## config.mk

```make
export PLATFORM = sky130hd
export DESIGN_NAME = acgen_top
export DESIGN_NICKNAME = d
export VERILOG_FILES = /design/src/acgen_pkg.sv /design/src/acgen_cycle_counter.sv /design/src/acgen_divider.sv /design/src/acgen_top.sv
export SDC_FILE = /design/constraint.sdc
export NUM_CORES = 1
export LEC_CHECK = 0
export ABC_AREA = 1
export BUFFER_PORTS_ARGS = -buffer_cell sky130_fd_sc_hd__buf_4
export CORE_ASPECT_RATIO = 1.5
export CORE_UTILIZATION = 55
export CTS_CLUSTER_SIZE = 40
export DETAILED_ROUTE_END_ITERATION = 16
export PLACE_DENSITY = 0.84
export SYNTH_ARGS = -nofsm -noshare
export SYNTH_HDL_FRONTEND = slang
export SYNTH_HIERARCHICAL = 1
export SYNTH_SLANG_ARGS = --single-unit
```

## constraint.sdc

```tcl
create_clock -name I_CLOCK -period 4.1 [get_ports I_CLOCK]
set_input_delay 0.615 -clock I_CLOCK [delete_from_list [all_inputs] [get_ports I_CLOCK]]
set_output_delay 0.615 -clock I_CLOCK [all_outputs]
set_load 0.02 [all_outputs]
```

## src/acgen_pkg.sv

```systemverilog
`default_nettype none
package acgen_pkg;
    localparam int            ADDR_W           = 16;
    localparam int            DATA_W           = 8;
    localparam int            FREQ_W           = 24;
    localparam int            COUNT_W          = 16;
    localparam int            RATIO_W          = 4;
    localparam int            SYNC_STAGES      = 3;

    localparam logic [15:0]   ADDR_CONTROL     = 16'hffe1;
    localparam logic [15:0]   ADDR_DIVIDER     = 16'hffe2;
    localparam logic [15:0]   ADDR_CAP_HIGH    = 16'hffe3;
    localparam logic [15:0]   ADDR_CAP_LOW     = 16'hffe4;
    localparam logic [15:0]   ADDR_FREQ_BYTE2  = 16'hffe5;
    localparam logic [15:0]   ADDR_FREQ_BYTE1  = 16'hffe6;
    localparam logic [15:0]   ADDR_FREQ_BYTE0  = 16'hffe7;

    localparam logic [7:0]    RESET_BYTE       = 8'h00;
    localparam logic [7:0]    UNMAPPED_DATA    = 8'h00;

    // Control register fields
    localparam int            CTL_OUT_EN_BIT   = 6;
    localparam int            CTL_CAP_SEL_BIT  = 5;
    localparam int            CTL_IN_SEL_BIT   = 4;
    localparam int            CTL_DIV_EN_BIT   = 2;
    localparam logic [7:0]    CTL_WRITE_MASK   = 8'h74;

    // Divider register fields
    localparam int            DIV_OUT_MSB      = 7;
    localparam int            DIV_OUT_LSB      = 4;
    localparam int            DIV_IN_MSB       = 2;
    localparam int            DIV_IN_LSB       = 0;
    localparam logic [7:0]    DIV_WRITE_MASK   = 8'hf7;
endpackage : acgen_pkg
`default_nettype wire

```

## src/acgen_cycle_counter.sv

```systemverilog
`default_nettype none
module acgen_cycle_counter
    import acgen_pkg::*;
(
    input  wire logic               i_clk,
    input  wire logic               i_rst_b,
    input  wire logic               i_count,
    input  wire logic               i_frame,
    output logic [COUNT_W-1:0]      o_capture
);
    logic [COUNT_W-1:0] count_q;
    logic [COUNT_W-1:0] count_d;
    logic [COUNT_W-1:0] cap_q;
    logic [COUNT_W-1:0] cap_d;

    always_comb
    begin
        count_d = count_q;
        cap_d   = cap_q;
        if (i_count)
        begin
            count_d = count_q + 1'b1;
        end
        // Whole word taken at once so the bytes never tear
        if (i_frame)
        begin
            cap_d = count_q;
        end
    end

    always_ff @(posedge i_clk or negedge i_rst_b)
    begin
        if (!i_rst_b)
        begin
            count_q <= '0;
            cap_q   <= '0;
        end
        else
        begin
            count_q <= count_d;
            cap_q   <= cap_d;
        end
    end

    assign o_capture = cap_q;
endmodule : acgen_cycle_counter
`default_nettype wire

```

## src/acgen_divider.sv

```systemverilog
`default_nettype none
module acgen_divider
    import acgen_pkg::*;
(
    input  wire logic               i_clk,
    input  wire logic               i_rst_b,
    input  wire logic               i_enable,
    input  wire logic               i_tick,
    input  wire logic [RATIO_W-1:0] i_ratio,
    output logic                    o_rise,
    output logic                    o_clk
);
    logic [RATIO_W-1:0] cnt_q;
    logic [RATIO_W-1:0] cnt_d;
    logic               clk_q;
    logic               clk_d;
    logic               rise_q;
    logic               rise_d;

    // Each input tick is a half period; ratio counts ticks before a toggle
    always_comb
    begin
        cnt_d  = cnt_q;
        clk_d  = clk_q;
        rise_d = 1'b0;
        if (!i_enable)
        begin
            cnt_d = '0;
            clk_d = 1'b0;
        end
        else if (i_tick)
        begin
            // Ratio may shrink mid-count, so wrap on greater or equal
            if (cnt_q >= i_ratio)
            begin
                cnt_d  = '0;
                clk_d  = !clk_q;
                rise_d = !clk_q;
            end
            else
            begin
                cnt_d = cnt_q + 1'b1;
            end
        end
    end

    always_ff @(posedge i_clk or negedge i_rst_b)
    begin
        if (!i_rst_b)
        begin
            cnt_q  <= '0;
            clk_q  <= 1'b0;
            rise_q <= 1'b0;
        end
        else
        begin
            cnt_q  <= cnt_d;
            clk_q  <= clk_d;
            rise_q <= rise_d;
        end
    end

    assign o_rise = rise_q;
    assign o_clk  = clk_q;
endmodule : acgen_divider
`default_nettype wire

```

## src/acgen_top.sv

```systemverilog
`default_nettype none
module acgen_top
    import acgen_pkg::*;
(
    input  wire logic               I_CLOCK,
    input  wire logic               I_RST_B,
    input  wire logic [ADDR_W-1:0]  I_ADDR,
    input  wire logic               I_WR,
    input  wire logic               I_RD,
    input  wire logic [DATA_W-1:0]  I_WDATA,
    output logic      [DATA_W-1:0]  O_RDATA,
    input  wire logic               I_SOF,
    input  wire logic               I_MCLK_IN,
    input  wire logic               I_MCLK_IN2,
    output logic                    O_MCLK_OUT,
    output logic                    O_MCLK_OUT_EN,
    output logic                    O_MCLK_OUT_SECONDARY,
    output logic      [FREQ_W-1:0]  O_SYNTH_WORD
);
    logic [DATA_W-1:0]      ctl_q;
    logic [DATA_W-1:0]      ctl_d;
    logic [DATA_W-1:0]      div_q;
    logic [DATA_W-1:0]      div_d;
    logic [DATA_W-1:0]      frq2_q;
    logic [DATA_W-1:0]      frq2_d;
    logic [DATA_W-1:0]      frq1_q;
    logic [DATA_W-1:0]      frq1_d;
    logic [DATA_W-1:0]      frq0_q;
    logic [DATA_W-1:0]      frq0_d;
    logic [DATA_W-1:0]      rdata_q;
    logic [DATA_W-1:0]      rdata_d;
    logic [FREQ_W-1:0]      word_q;
    logic [FREQ_W-1:0]      acc_q;
    logic [FREQ_W-1:0]      acc_d;
    logic                   synth_tick_q;
    logic                   synth_tick_d;
    logic [SYNC_STAGES-1:0] sync1_q;
    logic [SYNC_STAGES-1:0] sync1_d;
    logic [SYNC_STAGES-1:0] sync2_q;
    logic [SYNC_STAGES-1:0] sync2_d;
    logic                   lvl1_q;
    logic                   lvl1_d;
    logic                   lvl2_q;
    logic                   lvl2_d;
    logic                   in_prev_q;
    logic                   in_prev_d;
    logic                   in_tick;
    logic                   in_level;
    logic                   out_q;
    logic                   out_d;
    logic                   out2_q;
    logic                   out2_d;
    logic                   out_en_q;
    logic                   out_en_d;
    logic                   prim_rise;
    logic                   prim_clk;
    logic                   sec_rise;
    logic                   sec_clk;
    logic                   count_en;
    logic [COUNT_W-1:0]     capture;
    logic [FREQ_W:0]        acc_sum;

    function automatic logic hit(input logic [ADDR_W-1:0] addr,
                                 input logic [ADDR_W-1:0] target);
        hit = (addr == target);
    endfunction : hit

    function automatic logic [DATA_W-1:0] masked(input logic [DATA_W-1:0] old_v,
                                                 input logic [DATA_W-1:0] new_v,
                                                 input logic [DATA_W-1:0] mask);
        masked = (old_v & ~mask) | (new_v & mask);
    endfunction : masked

    // Register writes
    always_comb
    begin
        ctl_d  = ctl_q;
        div_d  = div_q;
        frq2_d = frq2_q;
        frq1_d = frq1_q;
        frq0_d = frq0_q;
        if (I_WR)
        begin
            if (hit(I_ADDR, ADDR_CONTROL))
            begin
                // Enable is honoured as written; ordering is software's job
                ctl_d = masked(ctl_q, I_WDATA, CTL_WRITE_MASK);
            end
            if (hit(I_ADDR, ADDR_DIVIDER))
            begin
                div_d = masked(div_q, I_WDATA, DIV_WRITE_MASK);
            end
            if (hit(I_ADDR, ADDR_FREQ_BYTE2))
            begin
                frq2_d = I_WDATA;
            end
            if (hit(I_ADDR, ADDR_FREQ_BYTE1))
            begin
                frq1_d = I_WDATA;
            end
            if (hit(I_ADDR, ADDR_FREQ_BYTE0))
            begin
                frq0_d = I_WDATA;
            end
        end
    end

    // Register reads, answered one cycle after the strobe
    always_comb
    begin
        rdata_d = rdata_q;
        if (I_RD)
        begin
            rdata_d = UNMAPPED_DATA;
            if (hit(I_ADDR, ADDR_CONTROL))
            begin
                rdata_d = ctl_q;
            end
            if (hit(I_ADDR, ADDR_DIVIDER))
            begin
                rdata_d = div_q;
            end
            if (hit(I_ADDR, ADDR_CAP_HIGH))
            begin
                rdata_d = capture[15:8];
            end
            if (hit(I_ADDR, ADDR_CAP_LOW))
            begin
                rdata_d = capture[7:0];
            end
            if (hit(I_ADDR, ADDR_FREQ_BYTE2))
            begin
                rdata_d = frq2_q;
            end
            if (hit(I_ADDR, ADDR_FREQ_BYTE1))
            begin
                rdata_d = frq1_q;
            end
            if (hit(I_ADDR, ADDR_FREQ_BYTE0))
            begin
                rdata_d = frq0_q;
            end
        end
    end

    always_ff @(posedge I_CLOCK or negedge I_RST_B)
    begin
        if (!I_RST_B)
        begin
            ctl_q   <= RESET_BYTE;
            div_q   <= RESET_BYTE;
            frq2_q  <= RESET_BYTE;
            frq1_q  <= RESET_BYTE;
            frq0_q  <= RESET_BYTE;
            rdata_q <= RESET_BYTE;
        end
        else
        begin
            ctl_q   <= ctl_d;
            div_q   <= div_d;
            frq2_q  <= frq2_d;
            frq1_q  <= frq1_d;
            frq0_q  <= frq0_d;
            rdata_q <= rdata_d;
        end
    end

    // Phase accumulator; each carry is one half period of the synth clock
    assign acc_sum = {1'b0, acc_q} + {1'b0, word_q};

    always_comb
    begin
        acc_d        = acc_sum[FREQ_W-1:0];
        synth_tick_d = acc_sum[FREQ_W];
    end

    always_ff @(posedge I_CLOCK or negedge I_RST_B)
    begin
        if (!I_RST_B)
        begin
            word_q       <= '0;
            acc_q        <= '0;
            synth_tick_q <= 1'b0;
        end
        else
        begin
            word_q       <= {frq2_q, frq1_q, frq0_q};
            acc_q        <= acc_d;
            synth_tick_q <= synth_tick_d;
        end
    end

    // Pin inputs: three stages, level accepted once the last two agree
    always_comb
    begin
        sync1_d   = {sync1_q[SYNC_STAGES-2:0], I_MCLK_IN};
        sync2_d   = {sync2_q[SYNC_STAGES-2:0], I_MCLK_IN2};
        lvl1_d    = (sync1_q[2] == sync1_q[1]) ? sync1_q[2] : lvl1_q;
        lvl2_d    = (sync2_q[2] == sync2_q[1]) ? sync2_q[2] : lvl2_q;
        in_level  = ctl_q[CTL_IN_SEL_BIT] ? lvl2_q : lvl1_q;
        in_prev_d = in_level;
        // Both edges count, as the divider works in half periods
        in_tick   = (in_level != in_prev_q);
    end

    always_ff @(posedge I_CLOCK or negedge I_RST_B)
    begin
        if (!I_RST_B)
        begin
            sync1_q   <= '0;
            sync2_q   <= '0;
            lvl1_q    <= 1'b0;
            lvl2_q    <= 1'b0;
            in_prev_q <= 1'b0;
        end
        else
        begin
            sync1_q   <= sync1_d;
            sync2_q   <= sync2_d;
            lvl1_q    <= lvl1_d;
            lvl2_q    <= lvl2_d;
            in_prev_q <= in_prev_d;
        end
    end

    acgen_divider u_out_div (
        .i_clk    (I_CLOCK),
        .i_rst_b  (I_RST_B),
        .i_enable (ctl_q[CTL_DIV_EN_BIT]),
        .i_tick   (synth_tick_q),
        .i_ratio  (div_q[DIV_OUT_MSB:DIV_OUT_LSB]),
        .o_rise   (prim_rise),
        .o_clk    (prim_clk)
    );

    acgen_divider u_in_div (
        .i_clk    (I_CLOCK),
        .i_rst_b  (I_RST_B),
        .i_enable (ctl_q[CTL_DIV_EN_BIT]),
        .i_tick   (in_tick),
        .i_ratio  ({1'b0, div_q[DIV_IN_MSB:DIV_IN_LSB]}),
        .o_rise   (sec_rise),
        .o_clk    (sec_clk)
    );

    // One count per rising edge of the chosen master clock
    assign count_en = ctl_q[CTL_CAP_SEL_BIT] ? sec_rise : prim_rise;

    acgen_cycle_counter u_counter (
        .i_clk     (I_CLOCK),
        .i_rst_b   (I_RST_B),
        .i_count   (count_en),
        .i_frame   (I_SOF),
        .o_capture (capture)
    );

    always_comb
    begin
        out_d    = prim_clk;
        out2_d   = sec_clk;
        out_en_d = ctl_q[CTL_OUT_EN_BIT];
    end

    always_ff @(posedge I_CLOCK or negedge I_RST_B)
    begin
        if (!I_RST_B)
        begin
            out_q    <= 1'b0;
            out2_q   <= 1'b0;
            out_en_q <= 1'b0;
        end
        else
        begin
            out_q    <= out_d;
            out2_q   <= out2_d;
            out_en_q <= out_en_d;
        end
    end

    assign O_RDATA              = rdata_q;
    assign O_MCLK_OUT           = out_q;
    assign O_MCLK_OUT_EN        = out_en_q;
    assign O_MCLK_OUT_SECONDARY = out2_q;
    assign O_SYNTH_WORD         = word_q;
endmodule : acgen_top
`default_nettype wire

```

==> results of run 1 <==
[synthesized netlist by cell type, types with 2 or more instances]
cell type	count	area, µm²
nor3_1	5	25.0
buf_6	3	33.8
o21bai_1	4	30.0
buf_2	5	25.0
nor2_1	70	263
mux2_2	9	101
inv_2	7	26.3
ha_1	35	438
a21oi_1	38	190
nand3_1	61	305
nor2_4	6	67.6
nand2_4	4	45.0
nand2_1	200	751
nand4_1	25	156
nand2_2	6	37.5
xor2_1	24	210
inv_1	84	315
xnor2_1	8	70.1
o21ai_0	42	210
o21ai_2	9	78.8
a31oi_1	4	25.0
maj3_1	2	20.0
xor2_2	2	32.5
dfrtp_1	148	3700
clkbuf_1	2	7.51
nor2_2	4	25.0
[registers in the layout, indices dropped and copies added, names as in the netlist, 7 cells and up]
| register | cells |
|---|---|
| O_RDATA | 8 |
| frq0_q | 8 |
| div_q | 7 |
| frq1_q | 8 |
| O_SYNTH_WORD | 24 |
| acc_q | 24 |
| u_counter/o_capture | 16 |
| u_counter/count_q | 16 |
| frq2_q | 8 |
[routing by layer]
metal	vias up	global-route usage [%]	wire [µm]
li1	2825	-	-
met1	2852	28.5	6170
met2	209	49.6	9470
met3	85	5.56	754
met4	0	20.4	1250
met5	-	0	0
[worst register-to-register path: stages, from the launching register on]
cell and delay, ns:
dfrtp_1 0.38, ha_1 0.36, a21oi_1 0.35, nor2_1 0.07, nor2_1 0.20, nand2_1 0.14, nand2_1 0.08, nand3_1 0.17
nand2_1 0.11, o211ai_1 0.11
[worst max-delay path by stage]
| stage | startpoint | to | cells after the start |
|---|---|---|---|
| after detailed placement | I_ADDR[14] | frq2_q[0]$_DFFE_PN0P_ | 10 |
| final | O_SYNTH_WORD[9]$_DFF_PN0_ | synth_tick_q$_DFF_PN0_ | 9 |
| after floorplan | O_SYNTH_WORD[0]$_DFF_PN0_ | acc_q[10]$_DFF_PN0_ | 12 |
| after CTS | O_SYNTH_WORD[0]$_DFF_PN0_ | acc_q[10]$_DFF_PN0_ | 12 |
| after global routing | O_SYNTH_WORD[0]$_DFF_PN0_ | acc_q[10]$_DFF_PN0_ | 12 |
| after global placement | I_ADDR[14] | frq2_q[0]$_DFFE_PN0P_ | 10 |
[through the flow]
step,power [W],area (µm²),util (%),worst slack (ns),hold WS (ns)
global placement,0.00161,7960,61.2,2.02,0.337
CTS,0.00331,8610,66.1,2.06,0.294
global route,0.00339,8610,66.1,1.89,0.287
floorplan,0.00155,7320,-,2.17,0.319
detailed placement,0.00161,7960,61.2,2.00,0.341
finish,0.00329,8610,66.1,1.99,0.269
[cells in the final DEF (no fill, tap or decap), types with 2 or more instances in the layout]
master,instances
nand2_1,200
dfrtp_1,148
inv_1,84
nor2_1,70
buf_4,64
nand3_1,61
o21ai_0,42
a21oi_1,38
ha_1,35
nand4_1,25
xor2_1,24
clkbuf_16,17
o21ai_2,9
mux2_2,9
xnor2_1,8
inv_2,7
nand2_2,6
nor2_4,6
nor3_1,5
bufinv_16,5
a31oi_1,4
o21bai_1,4
nor2_2,4
nand2_4,4
clkinvlp_4,3
maj3_1,2
clkinv_4,2
xor2_2,2
[area by class of cell]
type	instances	area (µm²)	share of cell area (%)
clock buffer	19	443	5.15
inverter	92	348	4.04
clock inverter	12	204	2.37
multi-input combinational	570	3200	37.2
sequential	148	3700	43.0
tap	159	199	2.31
timing repair buffer	66	512	5.94
[power by group]
| part | internal [W] | switching, W |
|---|---|---|
| logic | 0.0000347 | 0.0000698 |
| registers | 0.00147 | 0.00000672 |
| clock network | 0.00110 | 0.000609 |
| total | 0.00260 | 0.000686 |
[cell families (layout without fill, tap and decap cells)]
kind of cell             after synthesis  in the layout  share of synthesized area [%]
flip-flops                           148            148                           50.6
AND/OR/NAND/NOR                      386            386                           23.7
AO/OA/AOI/OAI                        102            102                           7.77
buffers and inverters                103            189                           5.76
other                                  1              1                         0.0512
multiplexers                           9              9                           1.38
adder cells (fa/ha/maj)               38             38                           6.53
XOR/XNOR                              34             34                           4.27
==> key figures, run 1 <==
Run status
  • Status: completed

Clock tree
  • Worst skew pair latency: 0.42 ns
  • Post-CTS sizing: 0
  • Reg clk slew, reported paths: 0.06 ns
  • Num CTS Buffers: 17
  • CTS tree: yes
  • Hold_buf cts: 0
  • H-tree depth: 4
  • Root Buffer: clkbuf_16
  • Clock sink total: 148
  • Max clock buf depth: 2
  • Post-CTS Setup Bufs: 0

Setup path
  • R2R Path End: synth_tick_q$_DFF_PN0_
  • CP required: 4.37 ns
  • CP arrival: 2.38 ns
  • Critical path endpoint category: register
  • Crit path max fanout: 4
  • Slowest-stage cell, CP: dfrtp_1
  • Cell mode on critical path: nand2_1
  • Flop2flop setup slack: 1.99 ns
  • Crit Path Class: reg -> reg
  • Worst R2R Path Depth: 9
  • CP cell instances: ha_1 > a21oi_1 > nor2_1 > nor2_1 > nand2_1 > nand2_1 > nand3_1 > nand2_1 > o211ai_1
  • Critical Path Start Type: register
  • Worst R2R Start: O_SYNTH_WORD[9]$_DFF_PN0_
  • CP delay by family, top: simple AND/OR/NAND/NOR gates
  • CP bufs+invs: 0
  • CP max stage delay: 0.38 ns

Finish
  • Filler cells: 1014
  • Layout cells sized above 1: 16.3%
  • ANT cells: 0
  • Nets@finish: 962
  • P&R area growth vs syn: 17.5%
  • Final Non-Filler Cells: 1066

Timing
  • Slew at the pin with the worst max-slew slack: 0.890 ns
  • Final Setup Violations: 0
  • Slew Viols, Final: 0
  • Worst Clk Skew: 0.00876 ns
  • Fmax: 473 MHz
  • Fin crit period: 2.11 ns
  • RSZ-0062 raised after global routing: false
  • Slew headroom: 40.7%
  • Final setup TNS: 0 ns
  • Fin. Hold Viols: 0
  • Final period utilization: 51.5%

Floorplanning
  • # rows: 51
  • Die area: 13800 µm²
  • Initial Util: 56.3%
  • Core Region: 13000 µm²
  • Io pins: 66
  • Die Ht: 143 µm
  • Die outline width: 96.2 µm

Synthesis
  • YS warnings: 6
  • Mapped Area: 7320 µm²
  • Mapped Nets: 888
  • Mapped Avg Cell Area: 8.92 µm²
  • Part of the Yosys area used for sequential elements: 50.6%
  • Main synth FF type: dfrtp_1
  • Post-synth EDFFs: 0
  • Distinct cell type count after synthesis: 40
  • Number of synthesized register bits: 148
  • Async set or reset register ratio after synthesis: 100%
  • Post-Syn Instances: 821

Routing
  • DRT Pass-1 Iters: 6
  • Via Count: 5971
  • Via/cell ratio: 5.60
  • Drt drc: 0
  • First-iteration detailed-routing DRC count: 381
  • Detail Route Antenna Nets: 0
  • Wire per inst: 16.6 µm
  • Drt total wl: 17.7 mm

Pwr
  • Pwr Density: 382 nW/µm²
  • Static leakage: 4.55 nW
  • Peak supply drop: 0.314 mV

Run
  • Max-Cap Viols: 0

GRT
  • Initial antenna violation count: 0
  • Global-route wire length before repair: 28.5 mm
  • Vias in the first global route: 6062
  • Overall Global Routing Usage: 28.0%
  • GRT overflow: 0
  • Largest net degree at the start of global routing: 100

Min path
  • Hold Crit Class: in -> async

Place
  • Inst Count DP: 1035
  • PortBufs: 65
  • GPL Wtd Cong: 0.960
  • HPWL after DPL: 12.7 mm
(Power assumes the default switching activity.)
==> run 2: changes to the inputs <==
--- a/config.mk
+++ b/config.mk
@@ -5,7 +5,7 @@
 export SDC_FILE = /design/constraint.sdc
 export NUM_CORES = 1
 export LEC_CHECK = 0
-export ABC_AREA = 1
+export ABC_AREA = 0
 export BUFFER_PORTS_ARGS = -buffer_cell sky130_fd_sc_hd__buf_4
 export CORE_ASPECT_RATIO = 1.5
 export CORE_UTILIZATION = 55
==> constraint.sdc (replaced) <==
create_clock -name I_CLOCK -period 2 [get_ports I_CLOCK]
set_input_delay 0.3 -clock I_CLOCK [delete_from_list [all_inputs] [get_ports I_CLOCK]]
set_output_delay 0.3 -clock I_CLOCK [all_outputs]
set_load 0.02 [all_outputs]
==> run 2 against run 1 <==
The run now ends with setup timing left. Synthesized cell count shrank 32%. Sequential cell count is the same. Maximum frequency shrank 14%. Total power grew 100%. Sequential share of layout area shrank 2.3 points. Core utilization grew 9.0 points. Clock skew grew 0.0032 ns. Final area grew 5.9%. Sequential power grew 100%. Final cell count shrank 18%. Global-route usage grew 1.6 points. Largest power group unchanged. Highest routed layer unchanged.
==> key figures, run 2 <==
Synthesis
  • Synth area leaders: dfrtp_1 53%, mux2_2 8.8%, ha_1 6.3%
  • Part of the Yosys area used for sequential elements: 53.4% (+2.9 points)
  • YS warnings: 6 (unchanged)
  • Post-synth top area cell: dfrtp_1
  • Top cell type's share of synthesized area: 53.4% (+2.9 points)
  • Most frequent cells after synthesis: 148 x dfrtp_1, 54 x mux2_2, 35 x ha_1
  • Post-synth EDFFs: 0 (unchanged)
  • Distinct cell type count after synthesis: 63 (+57%)
  • Mapped Nets: 625 (-30%)
  • Async set or reset register ratio after synthesis: 100% (unchanged)
  • Most numerous cell in the Yosys netlist: dfrtp_1
  • Post-Syn Instances: 558 (-32%)
  • Main synth FF type: dfrtp_1
  • Mapped Area: 6930 µm² (-5.4%)
  • Mapped Avg Cell Area: 12.4 µm² (+39%)
  • Number of synthesized register bits: 148 (unchanged)

Timing
  • Final worst setup slack: -0.468 ns (-2.46 ns)
  • RSZ-0062 raised after global routing: true
  • Min Hold Slack: 0.154 ns (-0.115 ns)
  • Fmax: 405 MHz (-14%)
  • Fin crit period: 2.47 ns (+0.355 ns)
  • Final Setup Violations: 15 (+15)
  • Slew Viols, Final: 0 (unchanged)
  • Slew headroom: 58.2% (+18 points)
  • Slew at the pin with the worst max-slew slack: 0.627 ns (-0.263 ns)
  • Worst Clk Skew: 0.0120 ns (+0.00323 ns)
  • Fin. Hold Viols: 0 (unchanged)
  • Final period utilization: 123% (+72 points)

Min path
  • Hold worst-path end: frq0_q[3]$_DFFE_PN0P_
  • Hold Crit Start: I_WDATA[3]
  • Hold Crit Class: in -> reg
  • Hold Crit Depth: 2

Floorplanning
  • Die Ht: 139 µm (-2.7%)
  • Io pins: 66 (unchanged)
  • Die outline width: 93.6 µm (-2.7%)
  • # rows: 49 (-3.9%)
  • Die area: 13100 µm² (-5.3%)
  • Initial Util: 57.1% (+0.81 points)
  • Core Region: 12100 µm² (-6.7%)

Finish
  • P&R area growth vs syn: 31.6%
  • Nets@finish: 774 (-20%)
  • ANT cells: 0 (unchanged)
  • Most common cell after layout, fill and taps aside: dfrtp_1
  • Final Non-Filler Cells: 873 (-18%)
  • Post-Route Utilization: 75.1% (+9.0 points)
  • Filler cells: 730 (-28%)
  • Multi-input logic area: 3410 µm² (+6.5%)
  • Layout cells sized above 1: 38.8% (+22 points)
  • Sequential Area: 3710 µm² (+0.17%)
  • Commonest non-fill, non-tap cells in the layout: 143 x dfrtp_1, 128 x buf_4, 54 x mux2_2

Setup path
  • CP max stage delay: 0.42 ns (+0.04 ns)
  • CP bufs+invs: 0 (unchanged)
  • Crit path max fanout: 2 (-2)
  • CP delay by family, top: compound AO/OA/AOI/OAI gates
  • CP required: 2.31 ns (-2.06 ns)
  • CP startpoint: O_SYNTH_WORD[0]$_DFF_PN0_
  • Flop2flop setup slack: -0.47 ns (-2.46 ns)
  • Crit Path Class: reg -> reg
  • Worst R2R Path Depth: 9 (unchanged)
  • Critical path endpoint category: register
  • Critical Path Start Type: register
  • Worst R2R Start: O_SYNTH_WORD[0]$_DFF_PN0_
  • CP arrival: 2.77 ns (+0.39 ns)
  • CP cell instances: ha_4 > fa_2 > a211oi_2 > o21a_1 > a2111o_1 > nand3_4 > o311ai_4 > o21ai_2 > a211o_1
  • Slowest-stage cell, CP: dfrtp_2
  • R2R Path End: synth_tick_q$_DFF_PN0_

Pwr
  • Static leakage: 4.44 nW (-2.5%)
  • Pwr Density: 723 nW/µm² (+89%)
  • Peak supply drop: 0.618 mV (+97%)

Clock tree
  • Num CTS Buffers: 17 (unchanged)
  • CTS tree: yes
  • Max clock buf depth: 2 (unchanged)
  • H-tree depth: 4 (unchanged)
  • Worst skew pair latency: 0.42 ns (about the same)
  • Root Buffer: clkbuf_16
  • Reg clk slew, reported paths: 0.07 ns (about the same)
  • Clock sink total: 148 (unchanged)

Routing
  • Drt drc: 0 (unchanged)
  • Detail Route Antenna Nets: 0 (unchanged)
  • Via Count: 5254 (-12%)
  • Via/cell ratio: 6.02 (+7.4%)
  • DRT Pass-1 Iters: 5 (-1)
  • Wire per inst: 20.9 µm (+26%)
  • First-iteration detailed-routing DRC count: 324 (-15%)
  • Drt total wl: 18.3 mm (+3.5%)

Place
  • HPWL after DPL: 12.3 mm (-3.8%)
  • GPL Wtd Cong: 0.903 (-5.9%)
  • Inst Count DP: 829 (-20%)
  • PortBufs: 65 (unchanged)

Run
  • Max-Cap Viols: 0 (unchanged)

GRT
  • Largest net degree at the start of global routing: 64 (-36%)
  • GRT overflow: 0 (unchanged)
  • Global-route wire length before repair: 29.0 mm (+1.6%)
  • Overall Global Routing Usage: 29.7% (+1.6 points)
  • Vias in the first global route: 5610 (-7.5%)
  • Initial antenna violation count: 0 (unchanged)

Run status
  • Failing checks: setup timing
  • Status: complete, but fails checks
run 2: cell count changes in the layout (fill, tap and decap cells not counted), moves of 43 or more:
cell,change
nor2_1,-43
nand3_1,-46
inv_1,-63
buf_4,+64
nand2_1,-167
mux2_2,+45
run 2: final cells by class:
cell class / count / area share (%)
clock inverters: 12 / 1.70
flip-flops and latches: 148 / 40.7
repair buffers: 141 / 12.3
well taps: 153 / 2.10
multi-input cells: 378 / 37.3
inverters: 21 / 0.864
clock buffers: 20 / 5.01
run 2: stage by stage:
step,area (µm²),power (W),setup TNS [ns],setup WS [ns]
after floorplan,7060,0.00317,-1.50,-0.365
after global placement,8200,0.00333,-2.56,-0.388
after detailed placement,8200,0.00334,-3.16,-0.430
after CTS,9050,0.00660,-3.23,-0.456
after global routing,9120,0.00676,-4.39,-0.532
final,9120,0.00659,-3.43,-0.468
run 2: timing repair:
action | in CTS | in global routing
pin swaps | 22 | 11
resized for setup | 29 | 8
setup buffers | 7 | 5
endpoints found under the setup margin | 14 | 16
hold buffers | 3 | 0
endpoints found under the hold margin | 60 | 0
run 2: cells by family (layout without fill, tap and decap cells):
logic type,count (synthesis),count (layout),synth area share (%)
other cells,1,1,0.0541
fa+ha+maj,38,38,6.90
flops,148,148,53.4
mux,69,69,12.3
simple gates,133,133,10.5
compound gates,104,104,10.8
xor+xnor,33,33,4.17
buf+inv,32,194,1.81
run 2: how the worst max path moves through the flow:
| stage | endpoint | depth (start not counted) |
|---|---|---|
| 2_1_floorplan | synth_tick_q$_DFF_PN0_ | 9 |
| 5_1_grt | synth_tick_q$_DFF_PN0_ | 9 |
| 3_3_place_gp | synth_tick_q$_DFF_PN0_ | 9 |
| 3_5_place_dp | synth_tick_q$_DFF_PN0_ | 9 |
| 6_report | synth_tick_q$_DFF_PN0_ | 9 |
| 4_1_cts | synth_tick_q$_DFF_PN0_ | 9 |
run 2: layer usage:
layer | up-vias | routed length [µm] | GRT usage [%]
met5 | - | 0 | 0
met4 | 0 | 930 | 15.1
met3 | 71 | 845 | 6.01
met2 | 194 | 10100 | 53.4
met1 | 2654 | 6420 | 32.4
li1 | 2335 | - | -
run 2: report_power, final:
part	leakage, nW	total (W)	switching (W)	internal (W)
registers	2.02	0.00303	0.0000122	0.00302
logic	2.12	0.000263	0.000157	0.000106
clock network	0.296	0.00330	0.00127	0.00203
